[config.mk]
export PLATFORM = sky130hd
export DESIGN_NAME = tcu_top
export DESIGN_NICKNAME = d
export VERILOG_FILES = /design/src/common/tcu_pkg.sv /design/src/design/tcu_edge_sync.sv /design/src/design/tcu_top.sv
export VERILOG_INCLUDE_DIRS = /design/src /design/src/common
export SDC_FILE = /design/constraint.sdc
export NUM_CORES = 1
export LEC_CHECK = 0
export BUFFER_PORTS_ARGS = -buffer_cell sky130_fd_sc_hd__buf_2
export CAP_MARGIN = 20
export CORE_ASPECT_RATIO = 2
export CORE_MARGIN = 3
export CORE_UTILIZATION = 35
export DETAILED_ROUTE_END_ITERATION = 12
export PLACE_DENSITY = 0.55
export SLEW_MARGIN = 0
export SYNTH_ARGS = -nofsm -noshare
export SYNTH_HDL_FRONTEND = slang
export SYNTH_SLANG_ARGS = --single-unit
[constraint.sdc]
create_clock -name SYS_CLK_I -period 5.8 [get_ports SYS_CLK_I]
set_input_delay 0 -clock SYS_CLK_I [delete_from_list [all_inputs] [get_ports SYS_CLK_I]]
set_output_delay 0 -clock SYS_CLK_I [all_outputs]
set_load 0.02 [all_outputs]
[src/common/tcu_defs.svh]
// Offsets, field positions, reset values and counts of the capture unit
`ifndef TCU_DEFS_SVH
`define TCU_DEFS_SVH
`define TCU_OFF_CTRL      12'h000
`define TCU_OFF_CAPT_LO   12'h004
`define TCU_OFF_CAPT_HI   12'h008
`define TCU_OFF_TB_LO     12'h00c
`define TCU_OFF_TB_HI     12'h010
`define TCU_OFF_TB_CTRL   12'h014
`define TCU_OFF_STATUS    12'h018
`define TCU_OFF_IRQ_EN    12'h01c
`define TCU_OFF_IRQ_CLR   12'h020
`define TCU_OFF_GLOBAL    12'h024
`define TCU_CTRL_RESET    8'h00
`define TCU_TB_CTRL_RESET 8'h00
`define TCU_MODE_MSB      3
`define TCU_MODE_LSB      0
`define TCU_TB_ON_BIT     0
`define TCU_TB_SRC_BIT    1
`define TCU_ST_CAPT_BIT   0
`define TCU_DIV4_LAST     4'h3
`define TCU_DIV16_LAST    4'hf
`define TCU_INSTR_DIV     2'h3
`endif

[src/common/tcu_pkg.sv]
// Types shared by the capture unit files
package tcu_pkg;
	typedef enum logic [3:0] {
		TCU_MODE_OFF   = 4'h0,
		TCU_MODE_FALL  = 4'h4,
		TCU_MODE_RISE  = 4'h5,
		TCU_MODE_RISE4 = 4'h6,
		TCU_MODE_RISE16 = 4'h7
	} tcu_mode_t;
	typedef struct packed {
		logic       fall;
		logic       rise;
	} tcu_edges_t;
endpackage

[src/design/tcu_edge_sync.sv]
// Two-stage synchroniser and edge detector for the capture pin
module tcu_edge_sync (
	input  wire logic                SYS_CLK_I,
	input  wire logic                RESET_I,
	input  wire logic                pin_i,
	output tcu_pkg::tcu_edges_t      edges_o
);
	logic s1_q;
	logic s2_q;
	logic s3_q;
	// Stage one feeds stage two only
	always_ff @(posedge SYS_CLK_I or posedge RESET_I) begin
		if (RESET_I) begin
			s1_q <= 1'b0;
			s2_q <= 1'b0;
			s3_q <= 1'b0;
		end else begin
			s1_q <= pin_i;
			s2_q <= s1_q;
			s3_q <= s2_q;
		end
	end
	assign edges_o.rise = s2_q & ~s3_q;
	assign edges_o.fall = ~s2_q & s3_q;
endmodule

[src/design/tcu_top.sv]
// Input-capture unit with free-running timebase, APB register slave
// ----------------------------------------------------------------
// Notes on behaviour
// - On a selected event copy the 16-bit timebase into the capture pair.
// - Mode picks falling, rising, every 4th or every 16th rising edge.
// - Each capture sets the flag; only a software write or reset clears it.
// - A new capture overwrites an unread one, no overrun flag.
// - Edge detector sees the port's driven level, not the pin, while the pin is an output.
// - Mode change may raise a false interrupt; software masks and clears.
// - Prescaler counter clears when off, not capturing, or reset.
// - Prescaler switch keeps the count; software clears control first.
// - Instruction-clocked timebase holds during sleep and resumes after.
// - Capture continues in sleep when timebase uses an external clock.
// - Interrupt reaches output only with global peripheral enable set too.
// ----------------------------------------------------------------
`include "tcu_defs.svh"
module tcu_top (
	input  wire logic        SYS_CLK_I,
	input  wire logic        RESET_I,
	// APB slave
	input  wire logic        PSEL_I,
	input  wire logic        PENABLE_I,
	input  wire logic        PWRITE_I,
	input  wire logic [11:0] PADDR_I,
	input  wire logic [31:0] PWDATA_I,
	output logic      [31:0] PRDATA_O,
	output logic             PREADY_O,
	output logic             PSLVERR_O,
	// Capture pin and the port drive onto it
	input  wire logic        CAPTURE_PIN_I,
	input  wire logic        CAPTURE_PIN_OUT_I,
	input  wire logic        CAPTURE_PIN_OE_I,
	// Timebase clock and power state
	input  wire logic        EXT_CLK_I,
	input  wire logic        SLEEP_I,
	output logic             IRQ_O
);
	// ----------------------------------------------------------------
	// Pin sensing
	// ----------------------------------------------------------------
	logic                pin_level;
	logic                sleep_s1_q;
	logic                sleep_q;
	tcu_pkg::tcu_edges_t edges;
	tcu_pkg::tcu_edges_t ext_edges;

	// Own drive seen on the pin, so a port write can capture
	// Trade-off: while driven, the outside level is ignored
	assign pin_level = CAPTURE_PIN_OE_I ? CAPTURE_PIN_OUT_I : CAPTURE_PIN_I;

	tcu_edge_sync u_pin_sync (
		.SYS_CLK_I (SYS_CLK_I),
		.RESET_I   (RESET_I),
		.pin_i     (pin_level),
		.edges_o   (edges)
	);

	// Outside timebase clock is one more pin; it must stay below a
	// quarter of the core clock so that no edge slips between samples
	tcu_edge_sync u_ext_sync (
		.SYS_CLK_I (SYS_CLK_I),
		.RESET_I   (RESET_I),
		.pin_i     (EXT_CLK_I),
		.edges_o   (ext_edges)
	);

	// Sleep level arrives from another domain: two flops as well
	always_ff @(posedge SYS_CLK_I or posedge RESET_I) begin
		if (RESET_I) begin
			sleep_s1_q <= 1'b0;
			sleep_q    <= 1'b0;
		end else begin
			sleep_s1_q <= SLEEP_I;
			sleep_q    <= sleep_s1_q;
		end
	end

	// ----------------------------------------------------------------
	// APB decode
	// ----------------------------------------------------------------
	logic       wr_en;
	logic       rd_setup;
	logic       rd_hit;
	logic       wr_ctrl;
	logic       wr_tb_ctrl;
	logic       wr_irq_en;
	logic       wr_global;
	logic       wr_irq_clr;
	logic       wr_tb_lo;
	logic       wr_tb_hi;
	logic [31:0] rd_word;
	logic [7:0] ctrl_q;
	logic [7:0] tb_ctrl_q;
	logic       irq_en_q;
	logic       global_en_q;
	logic       flag_q;
	logic [15:0] capt_q;
	logic [15:0] tb_q;
	tcu_pkg::tcu_mode_t mode;

	assign wr_en     = PSEL_I & PENABLE_I & PWRITE_I;
	assign rd_setup  = PSEL_I & ~PENABLE_I & ~PWRITE_I;
	assign PREADY_O  = 1'b1;
	assign PSLVERR_O = PSEL_I & PENABLE_I & ~rd_hit;
	assign mode = tcu_pkg::tcu_mode_t'(
		ctrl_q[`TCU_MODE_MSB:`TCU_MODE_LSB]);

	// One strobe per writable register; a write lands at the access edge
	assign wr_ctrl    = wr_en & (PADDR_I == `TCU_OFF_CTRL);
	assign wr_tb_ctrl = wr_en & (PADDR_I == `TCU_OFF_TB_CTRL);
	assign wr_irq_en  = wr_en & (PADDR_I == `TCU_OFF_IRQ_EN);
	assign wr_global  = wr_en & (PADDR_I == `TCU_OFF_GLOBAL);
	assign wr_irq_clr = wr_en & (PADDR_I == `TCU_OFF_IRQ_CLR);
	assign wr_tb_lo   = wr_en & (PADDR_I == `TCU_OFF_TB_LO);
	assign wr_tb_hi   = wr_en & (PADDR_I == `TCU_OFF_TB_HI);

	always_comb begin
		rd_hit = 1'b1;
		unique case (PADDR_I)
			`TCU_OFF_CTRL,
			`TCU_OFF_CAPT_LO,
			`TCU_OFF_CAPT_HI,
			`TCU_OFF_TB_LO,
			`TCU_OFF_TB_HI,
			`TCU_OFF_TB_CTRL,
			`TCU_OFF_STATUS,
			`TCU_OFF_IRQ_EN,
			`TCU_OFF_IRQ_CLR,
			`TCU_OFF_GLOBAL:  rd_hit = 1'b1;
			default: rd_hit = 1'b0;
		endcase
	end

	// ----------------------------------------------------------------
	// Register read-back
	// ----------------------------------------------------------------
	// Unmapped and write-only words read as zero
	always_comb begin
		rd_word = 32'h0000_0000;
		unique case (PADDR_I)
			`TCU_OFF_CTRL:    rd_word = {24'h00_0000, ctrl_q};
			`TCU_OFF_CAPT_LO: rd_word = {24'h00_0000, capt_q[7:0]};
			`TCU_OFF_CAPT_HI: rd_word = {24'h00_0000, capt_q[15:8]};
			`TCU_OFF_TB_LO:   rd_word = {24'h00_0000, tb_q[7:0]};
			`TCU_OFF_TB_HI:   rd_word = {24'h00_0000, tb_q[15:8]};
			`TCU_OFF_TB_CTRL: rd_word = {24'h00_0000, tb_ctrl_q};
			`TCU_OFF_STATUS:  rd_word = {31'h0, flag_q};
			`TCU_OFF_IRQ_EN:  rd_word = {31'h0, irq_en_q};
			`TCU_OFF_GLOBAL:  rd_word = {31'h0, global_en_q};
			default:          rd_word = 32'h0000_0000;
		endcase
	end

	// Latched in the setup phase, so the word stands through access
	always_ff @(posedge SYS_CLK_I or posedge RESET_I) begin
		if (RESET_I) begin
			PRDATA_O <= 32'h0000_0000;
		end else if (rd_setup) begin
			PRDATA_O <= rd_word;
		end
	end

	// ----------------------------------------------------------------
	// Control registers
	// ----------------------------------------------------------------
	always_ff @(posedge SYS_CLK_I or posedge RESET_I) begin
		if (RESET_I) begin
			ctrl_q <= `TCU_CTRL_RESET;
		end else if (wr_ctrl) begin
			ctrl_q <= PWDATA_I[7:0];
		end
	end

	always_ff @(posedge SYS_CLK_I or posedge RESET_I) begin
		if (RESET_I) begin
			tb_ctrl_q <= `TCU_TB_CTRL_RESET;
		end else if (wr_tb_ctrl) begin
			tb_ctrl_q <= PWDATA_I[7:0];
		end
	end

	always_ff @(posedge SYS_CLK_I or posedge RESET_I) begin
		if (RESET_I) begin
			irq_en_q <= 1'b0;
		end else if (wr_irq_en) begin
			irq_en_q <= PWDATA_I[0];
		end
	end

	always_ff @(posedge SYS_CLK_I or posedge RESET_I) begin
		if (RESET_I) begin
			global_en_q <= 1'b0;
		end else if (wr_global) begin
			global_en_q <= PWDATA_I[0];
		end
	end

	// ----------------------------------------------------------------
	// Timebase
	// ----------------------------------------------------------------
	logic [1:0] instr_div_q;
	logic       tb_tick;
	logic       tb_on;
	logic       tb_ext;

	assign tb_on  = tb_ctrl_q[`TCU_TB_ON_BIT];
	assign tb_ext = tb_ctrl_q[`TCU_TB_SRC_BIT];

	// Free-running quarter-rate divider stands in for the instruction clock
	always_ff @(posedge SYS_CLK_I or posedge RESET_I) begin
		if (RESET_I) begin
			instr_div_q <= 2'h0;
		end else begin
			instr_div_q <= instr_div_q + 2'h1;
		end
	end

	// Synchronised external edges only; no asynchronous counting mode
	always_comb begin
		if (tb_ext) begin
			tb_tick = ext_edges.rise;
		end else begin
			tb_tick = (instr_div_q == `TCU_INSTR_DIV) & ~sleep_q;
		end
	end

	// A load beats a tick in the same cycle; halves are not latched
	always_ff @(posedge SYS_CLK_I or posedge RESET_I) begin
		if (RESET_I) begin
			tb_q <= 16'h0000;
		end else if (wr_tb_lo) begin
			tb_q[7:0] <= PWDATA_I[7:0];
		end else if (wr_tb_hi) begin
			tb_q[15:8] <= PWDATA_I[7:0];
		end else if (tb_on & tb_tick) begin
			tb_q <= tb_q + 16'h0001;
		end
	end

	// ----------------------------------------------------------------
	// Event selection and prescaler
	// ----------------------------------------------------------------
	logic [3:0] pre_q;
	logic       capturing;
	logic       capt_evt;

	// Any code outside the four capture modes leaves the unit off
	assign capturing = (mode == tcu_pkg::TCU_MODE_FALL) |
		(mode == tcu_pkg::TCU_MODE_RISE) |
		(mode == tcu_pkg::TCU_MODE_RISE4) |
		(mode == tcu_pkg::TCU_MODE_RISE16);

	// Divided modes fire on the terminal count, then restart
	always_comb begin
		unique case (mode)
			tcu_pkg::TCU_MODE_FALL:   capt_evt = edges.fall;
			tcu_pkg::TCU_MODE_RISE:   capt_evt = edges.rise;
			tcu_pkg::TCU_MODE_RISE4:
				capt_evt = edges.rise & (pre_q >= `TCU_DIV4_LAST);
			tcu_pkg::TCU_MODE_RISE16:
				capt_evt = edges.rise & (pre_q >= `TCU_DIV16_LAST);
			default:                  capt_evt = 1'b0;
		endcase
	end

	// Count survives a direct prescaler switch; clear ctrl first
	always_ff @(posedge SYS_CLK_I or posedge RESET_I) begin
		if (RESET_I) begin
			pre_q <= 4'h0;
		end else if (~capturing) begin
			pre_q <= 4'h0;
		end else if (capt_evt) begin
			pre_q <= 4'h0;
		end else if (edges.rise) begin
			pre_q <= pre_q + 4'h1;
		end
	end

	// ----------------------------------------------------------------
	// Capture register and flag
	// ----------------------------------------------------------------
	always_ff @(posedge SYS_CLK_I or posedge RESET_I) begin
		if (RESET_I) begin
			capt_q <= 16'h0000;
		end else if (capt_evt) begin
			// Count as it stands before this edge's tick
			capt_q <= tb_q;
		end
	end

	// Set wins over a clear in the same cycle
	always_ff @(posedge SYS_CLK_I or posedge RESET_I) begin
		if (RESET_I) begin
			flag_q <= 1'b0;
		end else if (capt_evt) begin
			flag_q <= 1'b1;
		end else if (wr_irq_clr & PWDATA_I[`TCU_ST_CAPT_BIT]) begin
			flag_q <= 1'b0;
		end
	end

	// ----------------------------------------------------------------
	// Interrupt output
	// ----------------------------------------------------------------
	// Level output; stays up until software clears the flag or clears irq_en_q or global_en_q
	assign IRQ_O = flag_q & irq_en_q & global_en_q;
endmodule

==> impl_results.md <==
* Initial antenna violation count at 0
* Power Density at 275 nW/um^2
* CTS tree: built
* Via count at 3,038
* WP data arrival at 2590 ps
* CTS buffer count at 9
* CP max FO at 17
* Floorplan row count at 54
* Vias in the first global route at 3,031
* Fin Clk Skew at 6.88 ps
* Final HPWL DP at 7.50 mm
* Post-Synth XOR/XNOR Area at 2.22%
* P_leak at 2.03 nW
* Async set or reset register ratio after synthesis at 100%
* Largest net degree at the start of global routing at 74
* Final setup viols at 0
* Via density at 5.42
* 1st-pass router iterations at 4
* Hold path depth at 3
* Fraction of layout instances using a drive strength above 1 at 23.5%
* Avg WL per Cell at 18.4 um
* Die Area at 12,700 um^2
* Nets at 473
* Main combinational cell family by area after synthesis: simple AND/OR/NAND/NOR gates
* Worst Reg-to-Reg Cells at 5
* Status: finished clean
* Clock Tree Root: clkbuf_16
* Die H at 156 um
* Final hold viol count at 0
* #FFs+latches synth at 73
* Grt ovf at 0
* Post-Synth Adder-Cell Area at 0.949%
* Die Wd at 81.2 um
* Residual DRC at 0
* Final Util at 42.2%
* Setup Fix Bufs, Post-CTS at 0
* Syn Area/Cell at 10.6 um^2
* Crit end category: flip-flop
* IO Port Bufs at 39
* Mux contribution to synthesized area at 15.1%
* Min-Delay Path Class: in2reg
* Seq/Total Area, Yosys at 46.2%
* Fillers at 1,099
* Area grow syn2layout at 16.7%
* WP data required at 6010 ps
* Final Slew Violations at 0
* Clk slew on worst S/H paths at 60 ps
* TNS Setup at 0 ps
* Clock sinks at 73
* Mapped Cells at 373
* Synth cell types at 58
* Antenna-violating nets left at 0
* CP Launch Type: flip-flop
* Slew headroom at 34.0%
* GPL Wtd Cong at 0.821
* Maximum VDD drop at 0.183 mV
* Peak Freq at 419 MHz
* Clk_lat worst skew at 330 ps
* WL final at 10.3 mm
* First-pass GRT wire length at 16.4 mm
* Worst-Margin Slew at 986 ps
* Top-Level Pins at 89
* Max Buffers Root-to-Sink at 2
* Period utilization at 41.1%
* Core box area at 10,900 um^2
* Iter 0 DRT Violations at 195
* Starting Density at 36.1%
* Number of synthesized flops with an enable pin at 0
* Critical path class: reg2reg
* Min Tclk post-route at 2380 ps
* H-tree Lvls at 3
* Main synth FF type: dfrtp_1
* Synth Area in Compound Gates at 11.4%
* Simple-gate share of the synthesized area at 16.5%
* RSZ-0062 raised after global routing: no
* Max-Cap Viols at 0
* Cell Area, Synth at 3950 um^2
* Total track usage at 17.5%
* Ys Warns at 0
* # diodes at 0
logic make-up after synthesis:
logic type               count (synthesis)
AO/OA/AOI/OAI                           67
flip-flops                              73
AND/OR/NAND/NOR                        118
multiplexers                            51
buffers and inverters                   49
other                                    2
adder cells (fa/ha/maj)                  3
XOR/XNOR                                10
registers in the layout, summed over array words and instances (netlist names), 2 cells and up:
register and count:
capt_q 16, instr_div_q 2, ctrl_q 8, tb_ctrl_q 8, PRDATA_O 8, tb_q 16
pre_q 4
cells in the mapped netlist (7+ instances only):
library cell,n,area share (%)
mux2i_1,8,2.0
xnor2_1,7,1.6
buf_2,7,0.89
nand2_1,21,2.0
buf_4,25,4.7
nor2_1,29,2.8
mux2_1,10,2.8
o21ai_0,8,1.0
a22oi_1,13,2.5
nor3_1,12,1.5
a21oi_1,18,2.3
mux2_2,30,8.5
clkbuf_1,8,0.76
nand3_1,11,1.4
dfrtp_1,73,46
layout by cell type, fill, tap and decap left out, drive strengths merged, types with 11 or more instances in the layout:
master	count
a22oi	13
dfrtp	73
a21oi	18
conb	25
mux2	40
nor3	13
nor2	29
nand2	21
nand3	11
buf	42
metal layers:
| layer | track usage, % | wire (um) |
|---|---|---|
| met1 | 19.1 | 3950 |
| met2 | 31.0 | 5540 |
| met3 | 2.30 | 320 |
| met4 | 10.6 | 528 |
| met5 | 0 | 0 |
power by group:
group | leakage, nW | internal [mW] | switching, mW
logic | 0.931 | 0.0333 | 0.0710
clock network | 0.167 | 0.422 | 0.216
registers | 0.931 | 0.521 | 0.00729
total | 2.03 | 0.977 | 0.294
final cells by class:
| cell class | instances | area (um^2) | share of cell area, % |
|---|---|---|---|
| timing repair buffer | 52 | 322 | 6.97 |
| clock inverter | 6 | 116 | 2.52 |
| clock buffer | 10 | 229 | 4.96 |
| tap | 140 | 175 | 3.80 |
| sequential | 73 | 1830 | 39.6 |
| multi-input combinational | 274 | 1920 | 41.7 |
| inverter | 6 | 22.5 | 0.488 |
worst max-delay path: stages (launching register included):
cell and delay, ps:
dfrtp_1 440, or3b_1 400, a21oi_1 130, a41oi_1 70, or3b_1 750, mux2_1 470
path summary, 6_finish.rpt:
kind | from | endpoint | slack [ps]
worst max-delay path | ctrl_q[0]$_DFFE_PP0P_ | capt_q[14]$_DFFE_PP0P_ | 3420
worst min-delay path | PWDATA_I[4] | tb_q[4]$_DFFE_PP0P_ | 9
worst max register to register | ctrl_q[0]$_DFFE_PP0P_ | capt_q[14]$_DFFE_PP0P_ | 3420
worst min register to register | u_pin_sync.s1_q$_DFF_PP0_ | u_pin_sync.s2_q$_DFF_PP0_ | 350
max in group asynchronous | RESET_I | capt_q[12]$_DFFE_PP0P_ | 4700
min in group asynchronous | RESET_I | u_ext_sync.s2_q$_DFF_PP0_ | 490
through the flow:
step           instance area (um^2)  setup slack, ps  cells  power [mW]  hold slack [ps]
6_report                       4620             3420    561        1.27             9.13
5_1_grt                        4620             3290    561        1.32             26.6
4_1_cts                        4600             3390    560        1.29            0.728
3_5_place_dp                   4160             3100    534       0.638              119
3_3_place_gp                   4160             3100    534       0.636              109
2_1_floorplan                  4040             3730    396       0.611             31.4
timing repair:
item / CTS / global route
hold endpoints to repair: 90 / 0
hold buffers: 10 / 0
resized for setup: 0 / 0
Power figures use the tool's default switching activity.
